==> src/flash_sp_pkg.sv <==
// Shared constants and types for the flash self-programming sequencer
package flash_sp_pkg;
	// ****************************************
	// Register map (byte addresses)
	// ****************************************
	localparam logic [7:0] CTRL_OFS = 8'h00;
	localparam logic [7:0] POINTER_OFS = 8'h04;
	localparam logic [7:0] DATA_OFS = 8'h08;
	localparam logic [7:0] EXTPAGE_OFS = 8'h0C;
	localparam logic [7:0] ISSUE_OFS = 8'h10;
	localparam logic [7:0] INFO_OFS = 8'h14;
	localparam logic [7:0] IRQ_STAT_OFS = 8'h18;
	localparam logic [7:0] IRQ_MASK_OFS = 8'h1C;

	// ****************************************
	// Control register fields
	// ****************************************
	localparam int EN_BIT = 0;
	localparam int BUSY_BIT = 6;
	localparam int CMD_LSB = 0;
	localparam int CMD_W = 5;
	localparam logic [4:0] CMD_LOAD = 5'h01;
	localparam logic [4:0] CMD_ERASE = 5'h03;
	localparam logic [4:0] CMD_WRITE = 5'h05;
	localparam logic [4:0] CMD_LOCK = 5'h09;
	localparam logic [4:0] CMD_REEN = 5'h11;
	localparam logic [4:0] CMD_RST = 5'h00;
	localparam int INFO_FUSE_LSB = 16;

	// ****************************************
	// Interrupt status fields
	// ****************************************
	localparam int IRQ_DONE_BIT = 0;
	localparam int IRQ_DROP_BIT = 1;
	localparam logic [1:0] IRQ_RST = 2'h0;

	// ****************************************
	// Flash geometry
	// ****************************************
	localparam int PAGE_WORDS = 128;
	localparam int WORD_BITS = 7;
	localparam int HALTED_PAGES = 32;
	localparam int BOOT_WORDS_MIN = 512;
	localparam int PAGE_SEL_W = 9;
	localparam int ISSUE_WINDOW = 4;
	localparam logic [15:0] ERASED_WORD = 16'hFFFF;

	// ****************************************
	// Timing
	// ****************************************
	localparam longint unsigned CLK_PERIOD_PS = 5000;
	localparam longint unsigned PROG_MIN_US = 3700;
	localparam longint unsigned PROG_MAX_US = 4500;
	localparam longint unsigned PROG_MIN_CYC = (PROG_MIN_US * 1000000 + CLK_PERIOD_PS - 1) / CLK_PERIOD_PS;
	localparam longint unsigned PROG_MAX_CYC = (PROG_MAX_US * 1000000) / CLK_PERIOD_PS;

	// ****************************************
	// Types
	// ****************************************
	typedef struct packed {
		logic erase;
		logic write;
		logic lockSet;
		logic [PAGE_SEL_W-1:0] page;
	} flash_req_type;

	typedef enum logic [2:0] {
		IDLE = 3'b001,
		ARMED = 3'b010,
		BUSY = 3'b100
	} seq_state_type;
endpackage : flash_sp_pkg

==> src/prog_timer.sv <==
// Programming duration counter for flash erase and write operations
`timescale 1ns/1ps
module prog_timer #(
	parameter int unsigned Cycles = 740000
) (
	// Clock and reset
	input wire logic sys_clk,
	input wire logic rst,
	// Control
	input wire logic start,
	output logic running,
	output logic done
);
	localparam int W = $clog2(Cycles + 1);

	logic [W-1:0] count_r;
	logic done_r;

	always_ff @(posedge sys_clk)
	begin
		if (rst)
			count_r <= '0;
		else if (start)
			count_r <= W'(Cycles);
		else if (count_r != '0)
			count_r <= count_r - 1'b1;
	end

	always_ff @(posedge sys_clk)
	begin
		if (rst)
			done_r <= 1'b0;
		else
			done_r <= (count_r == W'(1));
	end

	assign running = (count_r != '0);
	assign done = done_r;

	start_run_a: assert property (@(posedge sys_clk) disable iff (rst)
		start |=> running)
		else $error("timer not running after start");
	run_until_done_a: assert property (@(posedge sys_clk) disable iff (rst)
		$fell(running) |-> done && $past(count_r) == W'(1))
		else $error("timer stopped without expiring");
endmodule : prog_timer

==> src/flash_sp_seq.sv <==
// Flash self-programming sequencer with boot partition and read-region control
`timescale 1ns/1ps
// Function
// Erase and write last 3.7 to 4.5 ms
// Two fuse bits select boot size
// Boot section at top, start is reset vector
// Top 32 pages form halted-read region
// Busy flash blocks concurrent-region reads
// Counter width follows memory size
// Page holds 128 words, seven low bits
// Pointer bits shifted one above counter bits
// Software zeroes word field on page write
// Pointer bit 0 selects read byte
// Extended page register supplies bit 16
// Software polls enable bit before commands
// Software waits for EEPROM write idle
// Software masks interrupts around timed write
// Busy flag held until read-reenable command
// Command pattern then store within four cycles
// Page buffer cleared after write, reenable, reset
// Counter keeps enable set until expiry
module flash_sp_seq
	import flash_sp_pkg::*;
#(
	parameter int CounterBits = 16,
	parameter longint unsigned ProgCycles = flash_sp_pkg::PROG_MIN_CYC
) (
	// Clock and reset
	input wire logic sys_clk,
	input wire logic rst,
	// APB slave
	input wire logic [7:0] paddr,
	input wire logic psel,
	input wire logic penable,
	input wire logic pwrite,
	input wire logic [31:0] pwdata,
	output logic [31:0] prdata,
	output logic pready,
	output logic pslverr,
	// Fuse pins and EEPROM status
	input wire logic bootSizeFuseHi,
	input wire logic bootSizeFuseLo,
	input wire logic eepromWriteActive,
	// Fetch check
	input wire logic fetchValid,
	input wire logic [15:0] fetchAddr,
	output logic fetchBlocked,
	// Flash array side
	output flash_sp_pkg::flash_req_type flashReq,
	output logic flashStart,
	output logic [7:0] lockBits,
	input wire logic [6:0] bufRdIdx,
	output logic [15:0] bufRdData,
	// Partition info, byte select and interrupt
	output logic [15:0] bootResetVector,
	output logic [15:0] appSectionEnd,
	output logic byteSelHigh,
	output logic irq
);
	import flash_sp_pkg::*;

	// ****************************************
	// Geometry
	// ****************************************
	localparam logic [16:0] FLASH_WORDS = 17'(1) << CounterBits;
	localparam logic [16:0] HALTED_START = FLASH_WORDS - 17'(HALTED_PAGES * PAGE_WORDS);
	localparam logic [16:0] PC_MASK = FLASH_WORDS - 17'(1);

	// ****************************************
	// Fuse synchroniser
	// ****************************************
	logic [1:0] fuseMeta_r;
	logic [1:0] fuse_r;

	always_ff @(posedge sys_clk)
	begin
		if (rst)
		begin
			fuseMeta_r <= 2'h3;
			fuse_r <= 2'h3;
		end
		else
		begin
			fuseMeta_r <= {bootSizeFuseHi, bootSizeFuseLo};
			fuse_r <= fuseMeta_r;
		end
	end

	// ****************************************
	// Partition boundaries
	// ****************************************
	logic [16:0] bootWords;
	logic [16:0] bootStart;

	assign bootWords = 17'(BOOT_WORDS_MIN) << ~fuse_r;
	assign bootStart = FLASH_WORDS - bootWords;

	logic [15:0] bootResetVector_r;
	logic [15:0] appSectionEnd_r;

	always_ff @(posedge sys_clk)
	begin
		if (rst)
		begin
			bootResetVector_r <= '0;
			appSectionEnd_r <= '0;
		end
		else
		begin
			bootResetVector_r <= bootStart[15:0];
			appSectionEnd_r <= 16'(bootStart - 17'(1));
		end
	end

	assign bootResetVector = bootResetVector_r;
	assign appSectionEnd = appSectionEnd_r;

	// ****************************************
	// APB decode
	// ****************************************
	logic wrAcc;
	logic rdSetup;
	logic mapped;

	assign wrAcc = psel && penable && pwrite;
	assign rdSetup = psel && !penable && !pwrite;
	assign mapped = (paddr == CTRL_OFS) || (paddr == POINTER_OFS) || (paddr == DATA_OFS)
		|| (paddr == EXTPAGE_OFS) || (paddr == ISSUE_OFS) || (paddr == INFO_OFS)
		|| (paddr == IRQ_STAT_OFS) || (paddr == IRQ_MASK_OFS);
	assign pready = 1'b1;
	assign pslverr = psel && penable && !mapped;

	// ****************************************
	// Software registers
	// ****************************************
	seq_state_type state_r;
	logic [4:0] cmd_r;
	logic [15:0] pointer_r;
	logic [15:0] data_r;
	logic [7:0] extPage_r;
	logic [1:0] irqMask_r;
	logic busyFlag_r;

	always_ff @(posedge sys_clk)
	begin
		if (rst)
		begin
			pointer_r <= '0;
			data_r <= '0;
			extPage_r <= '0;
			irqMask_r <= IRQ_RST;
		end
		else if (wrAcc)
		begin
			if (paddr == POINTER_OFS)
				pointer_r <= pwdata[15:0];
			if (paddr == DATA_OFS)
				data_r <= pwdata[15:0];
			if (paddr == EXTPAGE_OFS)
				extPage_r <= pwdata[7:0];
			if (paddr == IRQ_MASK_OFS)
				irqMask_r <= pwdata[1:0];
		end
	end

	// ****************************************
	// Address mapping
	// ****************************************
	logic [16:0] pcAddr;
	logic [6:0] wordIdx;
	logic [PAGE_SEL_W-1:0] pageSel;

	// Bit 15 of the counter comes from the extended page register
	assign pcAddr = {extPage_r[0], pointer_r} >> 1 & PC_MASK;
	assign wordIdx = pointer_r[WORD_BITS:1];
	// Word field is ignored here, only the page select counts
	assign pageSel = PAGE_SEL_W'(pcAddr >> WORD_BITS);

	// ****************************************
	// Command sequencing
	// ****************************************
	logic ctrlWr;
	logic ctrlOk;
	logic issueWr;
	logic exec;
	logic [2:0] window_r;
	logic timerStart;
	logic timerDone;
	logic timerRunning;
	seq_state_type state_nxt;

	assign ctrlWr = wrAcc && (paddr == CTRL_OFS);
	// A pending EEPROM write refuses the command
	assign ctrlOk = ctrlWr && (state_r == IDLE) && !eepromWriteActive && pwdata[EN_BIT];
	assign issueWr = wrAcc && (paddr == ISSUE_OFS);
	assign exec = issueWr && (state_r == ARMED);
	assign timerStart = exec && ((cmd_r == CMD_ERASE) || (cmd_r == CMD_WRITE) || (cmd_r == CMD_LOCK));

	always_comb
	begin
		state_nxt = state_r;
		unique case (state_r)
			IDLE:
				if (ctrlOk)
					state_nxt = ARMED;
			ARMED:
				if (timerStart)
					state_nxt = BUSY;
				else if (exec || window_r == 3'(1))
					state_nxt = IDLE;
			BUSY:
				if (timerDone)
					state_nxt = IDLE;
			default:
				state_nxt = IDLE;
		endcase
	end

	always_ff @(posedge sys_clk)
	begin
		if (rst)
			state_r <= IDLE;
		else
			state_r <= state_nxt;
	end

	always_ff @(posedge sys_clk)
	begin
		if (rst)
			window_r <= '0;
		else if (ctrlOk)
			window_r <= 3'(ISSUE_WINDOW);
		else if (window_r != '0)
			window_r <= window_r - 1'b1;
	end

	always_ff @(posedge sys_clk)
	begin
		if (rst)
			cmd_r <= CMD_RST;
		else if (ctrlOk)
			cmd_r <= pwdata[CMD_LSB +: CMD_W];
	end

	prog_timer #(
		.Cycles(32'(ProgCycles))
	) progTimer (
		.sys_clk(sys_clk),
		.rst(rst),
		.start(timerStart),
		.running(timerRunning),
		.done(timerDone)
	);

	// ****************************************
	// Concurrent-read busy flag
	// ****************************************
	logic reenExec;

	assign reenExec = exec && (cmd_r == CMD_REEN);

	always_ff @(posedge sys_clk)
	begin
		if (rst)
			busyFlag_r <= 1'b0;
		else if (exec && ((cmd_r == CMD_ERASE) || (cmd_r == CMD_WRITE)))
			busyFlag_r <= 1'b1;
		else if (reenExec)
			busyFlag_r <= 1'b0;
	end

	// Reads below the halted region fail while the busy flag is set, from erase or write until reenable
	assign fetchBlocked = fetchValid && busyFlag_r && ((17'(fetchAddr) & PC_MASK) < HALTED_START);

	// ****************************************
	// Flash request
	// ****************************************
	flash_req_type flashReq_r;
	logic flashStart_r;
	logic [7:0] lockBits_r;

	always_ff @(posedge sys_clk)
	begin
		if (rst)
		begin
			flashReq_r <= '0;
			flashStart_r <= 1'b0;
			lockBits_r <= 8'hFF;
		end
		else
		begin
			flashStart_r <= timerStart;
			if (timerStart)
			begin
				flashReq_r.erase <= (cmd_r == CMD_ERASE);
				flashReq_r.write <= (cmd_r == CMD_WRITE);
				flashReq_r.lockSet <= (cmd_r == CMD_LOCK);
				flashReq_r.page <= pageSel;
			end
			if (timerStart && cmd_r == CMD_LOCK)
				lockBits_r <= data_r[7:0];
		end
	end

	assign flashReq = flashReq_r;
	assign flashStart = flashStart_r;
	assign lockBits = lockBits_r;

	// ****************************************
	// Temporary page buffer
	// ****************************************
	logic [15:0] pageBuf [PAGE_WORDS];
	logic [PAGE_WORDS-1:0] bufValid_r;
	logic [15:0] bufRdData_r;
	logic loadExec;
	logic bufClear;

	assign loadExec = exec && (cmd_r == CMD_LOAD);
	assign bufClear = reenExec || (timerDone && flashReq_r.write);

	// Each word may be loaded once until the buffer is cleared
	always_ff @(posedge sys_clk)
	begin
		if (loadExec && !bufValid_r[wordIdx])
			pageBuf[wordIdx] <= data_r;
	end

	always_ff @(posedge sys_clk)
	begin
		if (rst || bufClear)
			bufValid_r <= '0;
		else if (loadExec)
			bufValid_r[wordIdx] <= 1'b1;
	end

	always_ff @(posedge sys_clk)
	begin
		if (rst)
			bufRdData_r <= ERASED_WORD;
		else
			bufRdData_r <= bufValid_r[bufRdIdx] ? pageBuf[bufRdIdx] : ERASED_WORD;
	end

	assign bufRdData = bufRdData_r;

	// ****************************************
	// Byte select for program-memory loads
	// ****************************************
	logic byteSelHigh_r;

	always_ff @(posedge sys_clk)
	begin
		if (rst)
			byteSelHigh_r <= 1'b0;
		else
			byteSelHigh_r <= pointer_r[0];
	end

	assign byteSelHigh = byteSelHigh_r;

	// ****************************************
	// Interrupts
	// ****************************************
	logic [1:0] irqStat_r;
	logic [1:0] irqSet;
	logic [1:0] irqClr;

	assign irqSet[IRQ_DONE_BIT] = (state_r != IDLE) && (state_nxt == IDLE) && exec | timerDone;
	assign irqSet[IRQ_DROP_BIT] = (ctrlWr && !ctrlOk) || (state_r == ARMED && !issueWr && window_r == 3'(1));
	assign irqClr = (wrAcc && paddr == IRQ_STAT_OFS) ? pwdata[1:0] : 2'h0;

	// A new event wins over a clear in the same cycle
	always_ff @(posedge sys_clk)
	begin
		if (rst)
			irqStat_r <= IRQ_RST;
		else
			irqStat_r <= (irqStat_r & ~irqClr) | irqSet;
	end

	assign irq = |(irqStat_r & irqMask_r);

	// ****************************************
	// Read data
	// ****************************************
	logic [7:0] ctrlView;

	assign ctrlView = {1'b0, busyFlag_r, 1'b0, cmd_r[4:1], state_r != IDLE};

	always_ff @(posedge sys_clk)
	begin
		if (rst)
			prdata <= '0;
		else if (rdSetup)
		begin
			unique case (paddr)
				CTRL_OFS: prdata <= {24'h000000, ctrlView};
				POINTER_OFS: prdata <= {16'h0000, pointer_r};
				DATA_OFS: prdata <= {16'h0000, data_r};
				EXTPAGE_OFS: prdata <= {24'h000000, extPage_r};
				INFO_OFS: prdata <= {14'h0, fuse_r, bootResetVector_r};
				IRQ_STAT_OFS: prdata <= {30'h0, irqStat_r};
				IRQ_MASK_OFS: prdata <= {30'h0, irqMask_r};
				default: prdata <= '0;
			endcase
		end
	end

	// ****************************************
	// Checks
	// ****************************************
	win_expire_a: assert property (@(posedge sys_clk) disable iff (rst)
		ctrlOk ##1 (!issueWr) [*4] |=> state_r == IDLE)
		else $error("command window did not close after four cycles");
	busy_hold_a: assert property (@(posedge sys_clk) disable iff (rst)
		busyFlag_r && !reenExec |=> busyFlag_r)
		else $error("busy flag dropped without reenable");
	fetch_block_a: assert property (@(posedge sys_clk) disable iff (rst)
		busyFlag_r && fetchValid && fetchAddr[15:12] != 4'hF && CounterBits == 16 |-> fetchBlocked)
		else $error("concurrent region readable while busy");
	halted_free_a: assert property (@(posedge sys_clk) disable iff (rst)
		CounterBits == 16 && fetchAddr >= 16'hF000 |-> !fetchBlocked)
		else $error("halted region blocked");
	boot_vec_a: assert property (@(posedge sys_clk) disable iff (rst)
		CounterBits == 16 && fuse_r == 2'b00 |=> bootResetVector_r == 16'hF000 && appSectionEnd_r == 16'hEFFF)
		else $error("boot start wrong for fuse 00");
	done_clear_a: assert property (@(posedge sys_clk) disable iff (rst)
		state_r == BUSY && timerDone |=> state_r == IDLE && irqStat_r[IRQ_DONE_BIT] && !ctrlView[EN_BIT])
		else $error("enable bit not cleared at expiry");
	buf_clear_a: assert property (@(posedge sys_clk) disable iff (rst)
		timerDone && flashReq_r.write |=> bufValid_r == '0)
		else $error("page buffer not cleared after write");
	page_sel_a: assert property (@(posedge sys_clk) disable iff (rst)
		timerStart |=> flashStart && flashReq_r.page == PAGE_SEL_W'({$past(extPage_r[0]), $past(pointer_r)} >> 8))
		else $error("page select not taken from pointer bits");
	eeprom_block_a: assert property (@(posedge sys_clk) disable iff (rst)
		state_r == IDLE && eepromWriteActive |=> state_r == IDLE)
		else $error("command accepted during EEPROM write");
	byte_sel_a: assert property (@(posedge sys_clk) disable iff (rst)
		##1 byteSelHigh == $past(pointer_r[0]))
		else $error("byte select not from pointer bit 0");
endmodule : flash_sp_seq

==> config.mk <==
export PLATFORM = sky130hd
export DESIGN_NAME = flash_sp_seq
export DESIGN_NICKNAME = d
export VERILOG_FILES = /design/src/flash_sp_pkg.sv /design/src/prog_timer.sv /design/src/flash_sp_seq.sv
export SDC_FILE = /design/constraint.sdc
export NUM_CORES = 2
export LEC_CHECK = 0
export ABC_AREA = 1
export ABC_CLOCK_PERIOD_IN_PS = 5500
export BUFFER_PORTS_ARGS = -buffer_cell sky130_fd_sc_hd__buf_2
export CAP_MARGIN = 0
export CORE_MARGIN = 3
export CORE_UTILIZATION = 50
export DETAILED_ROUTE_END_ITERATION = 8
export HOLD_SLACK_MARGIN = 0.02
export PLACE_DENSITY = 0.66
export SLEW_MARGIN = 20
export SYNTH_ARGS = -nofsm -noshare
export SYNTH_HDL_FRONTEND = slang
export SYNTH_SLANG_ARGS = --single-unit
export TNS_END_PERCENT = 5
==> constraint.sdc <==
create_clock -name sys_clk -period 5.5 [get_ports sys_clk]
set_input_delay 0.275 -clock sys_clk [delete_from_list [all_inputs] [get_ports sys_clk]]
set_output_delay 0.275 -clock sys_clk [all_outputs]
set_load 0.02 [all_outputs]
==> flow_summary.yaml <==
place:
  gp_congestion: 0.929
  dp_slack_ns: 1.61
  numPortBuffers: 125
  hpwlAfterDp_um: 154000
  dp_cells: 11200
grt:
  grt_usage: 0.264
  grt_pass1_vias: 62600
  grt_start_max_net_pins: 163
  grt_pass1_wl_um: 395000
  antenna_found_initial: 6
  gr-total-overflow: 0
timing:
  fin_crit_sh: 0.740
  maxSlewHeadroom: 0.222
  hold_slack_ns: 0.101
  hold_viol: 0
  fin_setup_tns_ns: 0
  setup_slack_ns: 1.43
  clock_skew_ns: 0.0575
  maxSlewViolCount: 0
  max_freq_mhz: 246
  tightestPinTransition_ns: 1.17
  setup_viol: 0
  rsz0062_at_grt: "no"
  min_period_ns: 4.07
power:
  ir_worst_vdd_mv: 0.294
  power_density_mw_per_mm2: 344
  p_leak_nw: 40.0
floorplanning:
  initial_core_util: 0.507
  num_rows: 159
  fp.dieW_um: 444
  die_h_um: 444
  die_area_mm2: 0.197
  ioPinCount: 178
  core_area_mm2: 0.189
finish:
  fin_util: 0.566
  drive_gt1_frac: 0.0854
  fin_cells: 11700
  final_nets: 9068
  area_growth_syn_to_layout_pct: 11.7
  fillCellCount: 15600
outcome:
  status: "completed"
clocking:
  cts_root_buf: "clkbuf_16"
  cts_htree_levels: 4
  clk_pin_slew_ns: 0.06
  cts_sinks: 2325
  tritoncts: "built"
  post_cts_buffers: 0
  numCtsBuffers: 226
  clk_latency_ns: 0.88
  cts_buffer_depth: 3
logic_synthesis:
  synth_xor_area_frac: 0.00101
  synth_commonest_cells: "3192 x nand2_1, 2048 x edfxtp_1, 1847 x nand3_1"
  syn-cell-area_mm2: 0.0957
  yosys_warnings: 0
  synth_seq_cells: 2325
  ys.flop_type: "edfxtp_1"
  synth_cell_types: 45
  synth_simple_gate_area_frac: 0.236
  synth_top_area_frac: 0.642
  synth_top_cell_by_area: "edfxtp_1"
  ys_seq_area_frac: 0.700
  synth.area.mux_share: 0.000105
  synth_fa_ha_area_frac: 0.000784
  synthTopCellsByArea: "edfxtp_1 64%, nand2_1 13%, nand3_1 9.7%, dfxtp_1 5.8%, a21oi_1 1.3%"
  synth_edf_count: 2048
  synthCells: 8941
  synth_compound_area_frac: 0.0246
  synth_top_family_by_area: "simple AND/OR/NAND/NOR gates"
  synth.avg_cell_area_um2: 10.7
  synth.most_common_cell: "nand2_1"
  async_flop_share: 0
setup_path:
  crit_type: "flop to flop"
  cp.arrival_ns: 4.65
  required_ns: 6.08
  critical_path.max_fanout: 128
  endpoint_kind: "flop"
  critPathLaunchType: "flop"
hold_path:
  worst_hold_path_type: "primary input to flop"
detailed_routing:
  dr.pass1.iters: 7
  routed_wl_um: 265000
  postRouteAntennaNets: 0
  vias_per_cell: 5.74
  drtIter0Drc: 8676
  vias: 67100
  drc: 0
  wl_per_cell_um: 22.6
flow_run:
  drv_cap: 0
-- stage by stage --
stage	instance area (µm²)	total power, mW
6_report	107000	36.7
5_1_grt	107000	37.8
4_1_cts	107000	36.9
3_5_place_dp	99200	21.7
3_3_place_gp	99200	21.7
2_1_floorplan	95800	21.0
-- power breakdown --
part           switching (mW)  total [mW]  internal (mW)
Clock                    6.63        15.4           8.72
Combinational            1.64        2.30          0.664
Sequential             0.0835        19.1           19.0
-- repair_timing --
action	4_1_cts	5_1_grt
hold buffers	32	0
resized for setup	0	0
hold endpoints to repair	102	0
-- worst paths after layout --
check | startpoint | end | slack [ns] | depth (start not counted)
hold / removal | paddr[6] | irqStat_r[0]$_SDFF_PP0_ | 0.10 | 7
setup reg to reg | pointer_r[1]$_SDFFE_PP0P_ | pageBuf[63][0]$_DFFE_PP_ | 1.43 | 17
setup / recovery | pointer_r[1]$_SDFFE_PP0P_ | pageBuf[63][0]$_DFFE_PP_ | 1.43 | 17
hold reg to reg | fuseMeta_r[1]$_SDFF_PP1_ | fuse_r[1]$_SDFF_PP1_ | 0.41 | 1
-- cells in the final DEF, fill, tap and decap left out, drive strengths merged, types with 6 or more instances in the layout --
master and n:
dfxtp 277, clkinv 101, nor2 227, dlygate4sd3 32
o221ai 6, conb 24, clkinvlp 10, nand4 8
o22ai 7, buf 369, o211ai 31, bufinv 21
clkbuf 292, or2 9, nand3 1849, a21oi 245
nand2 3194, edfxtp 2048, nor3 29, xor2 9
ha 6, inv 235, o21ai 141
-- sequential cells by signal, indices dropped and copies added (netlist names), 3 cells and up --
name               count
extPage_r              8
bootResetVector        6
appSectionEnd          6
bufValid_r           128
bufRdData             16
cmd_r                  5
window_r               3
lockBits               8
flashReq              12
data_r                16
progTimer.count_r     20
pageBuf             2048
state_r                3
prdata                18
pointer_r             16
-- cells by family (layout without fill, tap and decap cells) --
kind of cell / Yosys count / in the layout
xor+xnor: 11 / 11
buf+inv: 831 / 1060
simple gates: 5322 / 5322
other cells: 2 / 26
mux: 1 / 1
fa+ha+maj: 6 / 6
flops: 2325 / 2325
compound gates: 443 / 443
-- layer usage --
metal / GRT usage / part of all wire / wire length (µm) / up-vias
li1: - / - / - / 30900
met1: 0.373 / 0.41 / 108000 / 32400
met2: 0.406 / 0.46 / 121000 / 3223
met3: 0.0486 / 0.095 / 25100 / 513
met4: 0.109 / 0.043 / 11300 / 4
met5: 0 / 0.00010 / 27 / -
-- critical path, cell delays in order (launching register included) --
cell	delay, ns
dfxtp_4	0.89
buf_4	0.62
buf_4	0.33
nand2_1	0.07
o21ai_1	0.07
nand2_1	0.06
nand2_1	0.10
nand2_1	0.06
nand2_1	0.09
nand2_1	0.05
nand3_1	0.10
nor2_1	0.04
nor2_1	0.09
nor2_1	0.09
nand2_4	0.08
buf_12	0.56
nor2_1	0.11
buf_4	0.25
-- cell type report --
class / instances / area, µm² / area share
clock inverter: 138 / 1350 / 0.0126
sequential: 2325 / 67100 / 0.628
inverter: 229 / 885 / 0.00828
antenna: 2 / 5.00 / 0.0000468
timing repair buffer: 401 / 3140 / 0.0294
multi-input combinational: 5807 / 25300 / 0.236
tap: 2495 / 3120 / 0.0292
clock buffer: 292 / 6020 / 0.0563
No activity file was read; power rests on OpenSTA's default activity.
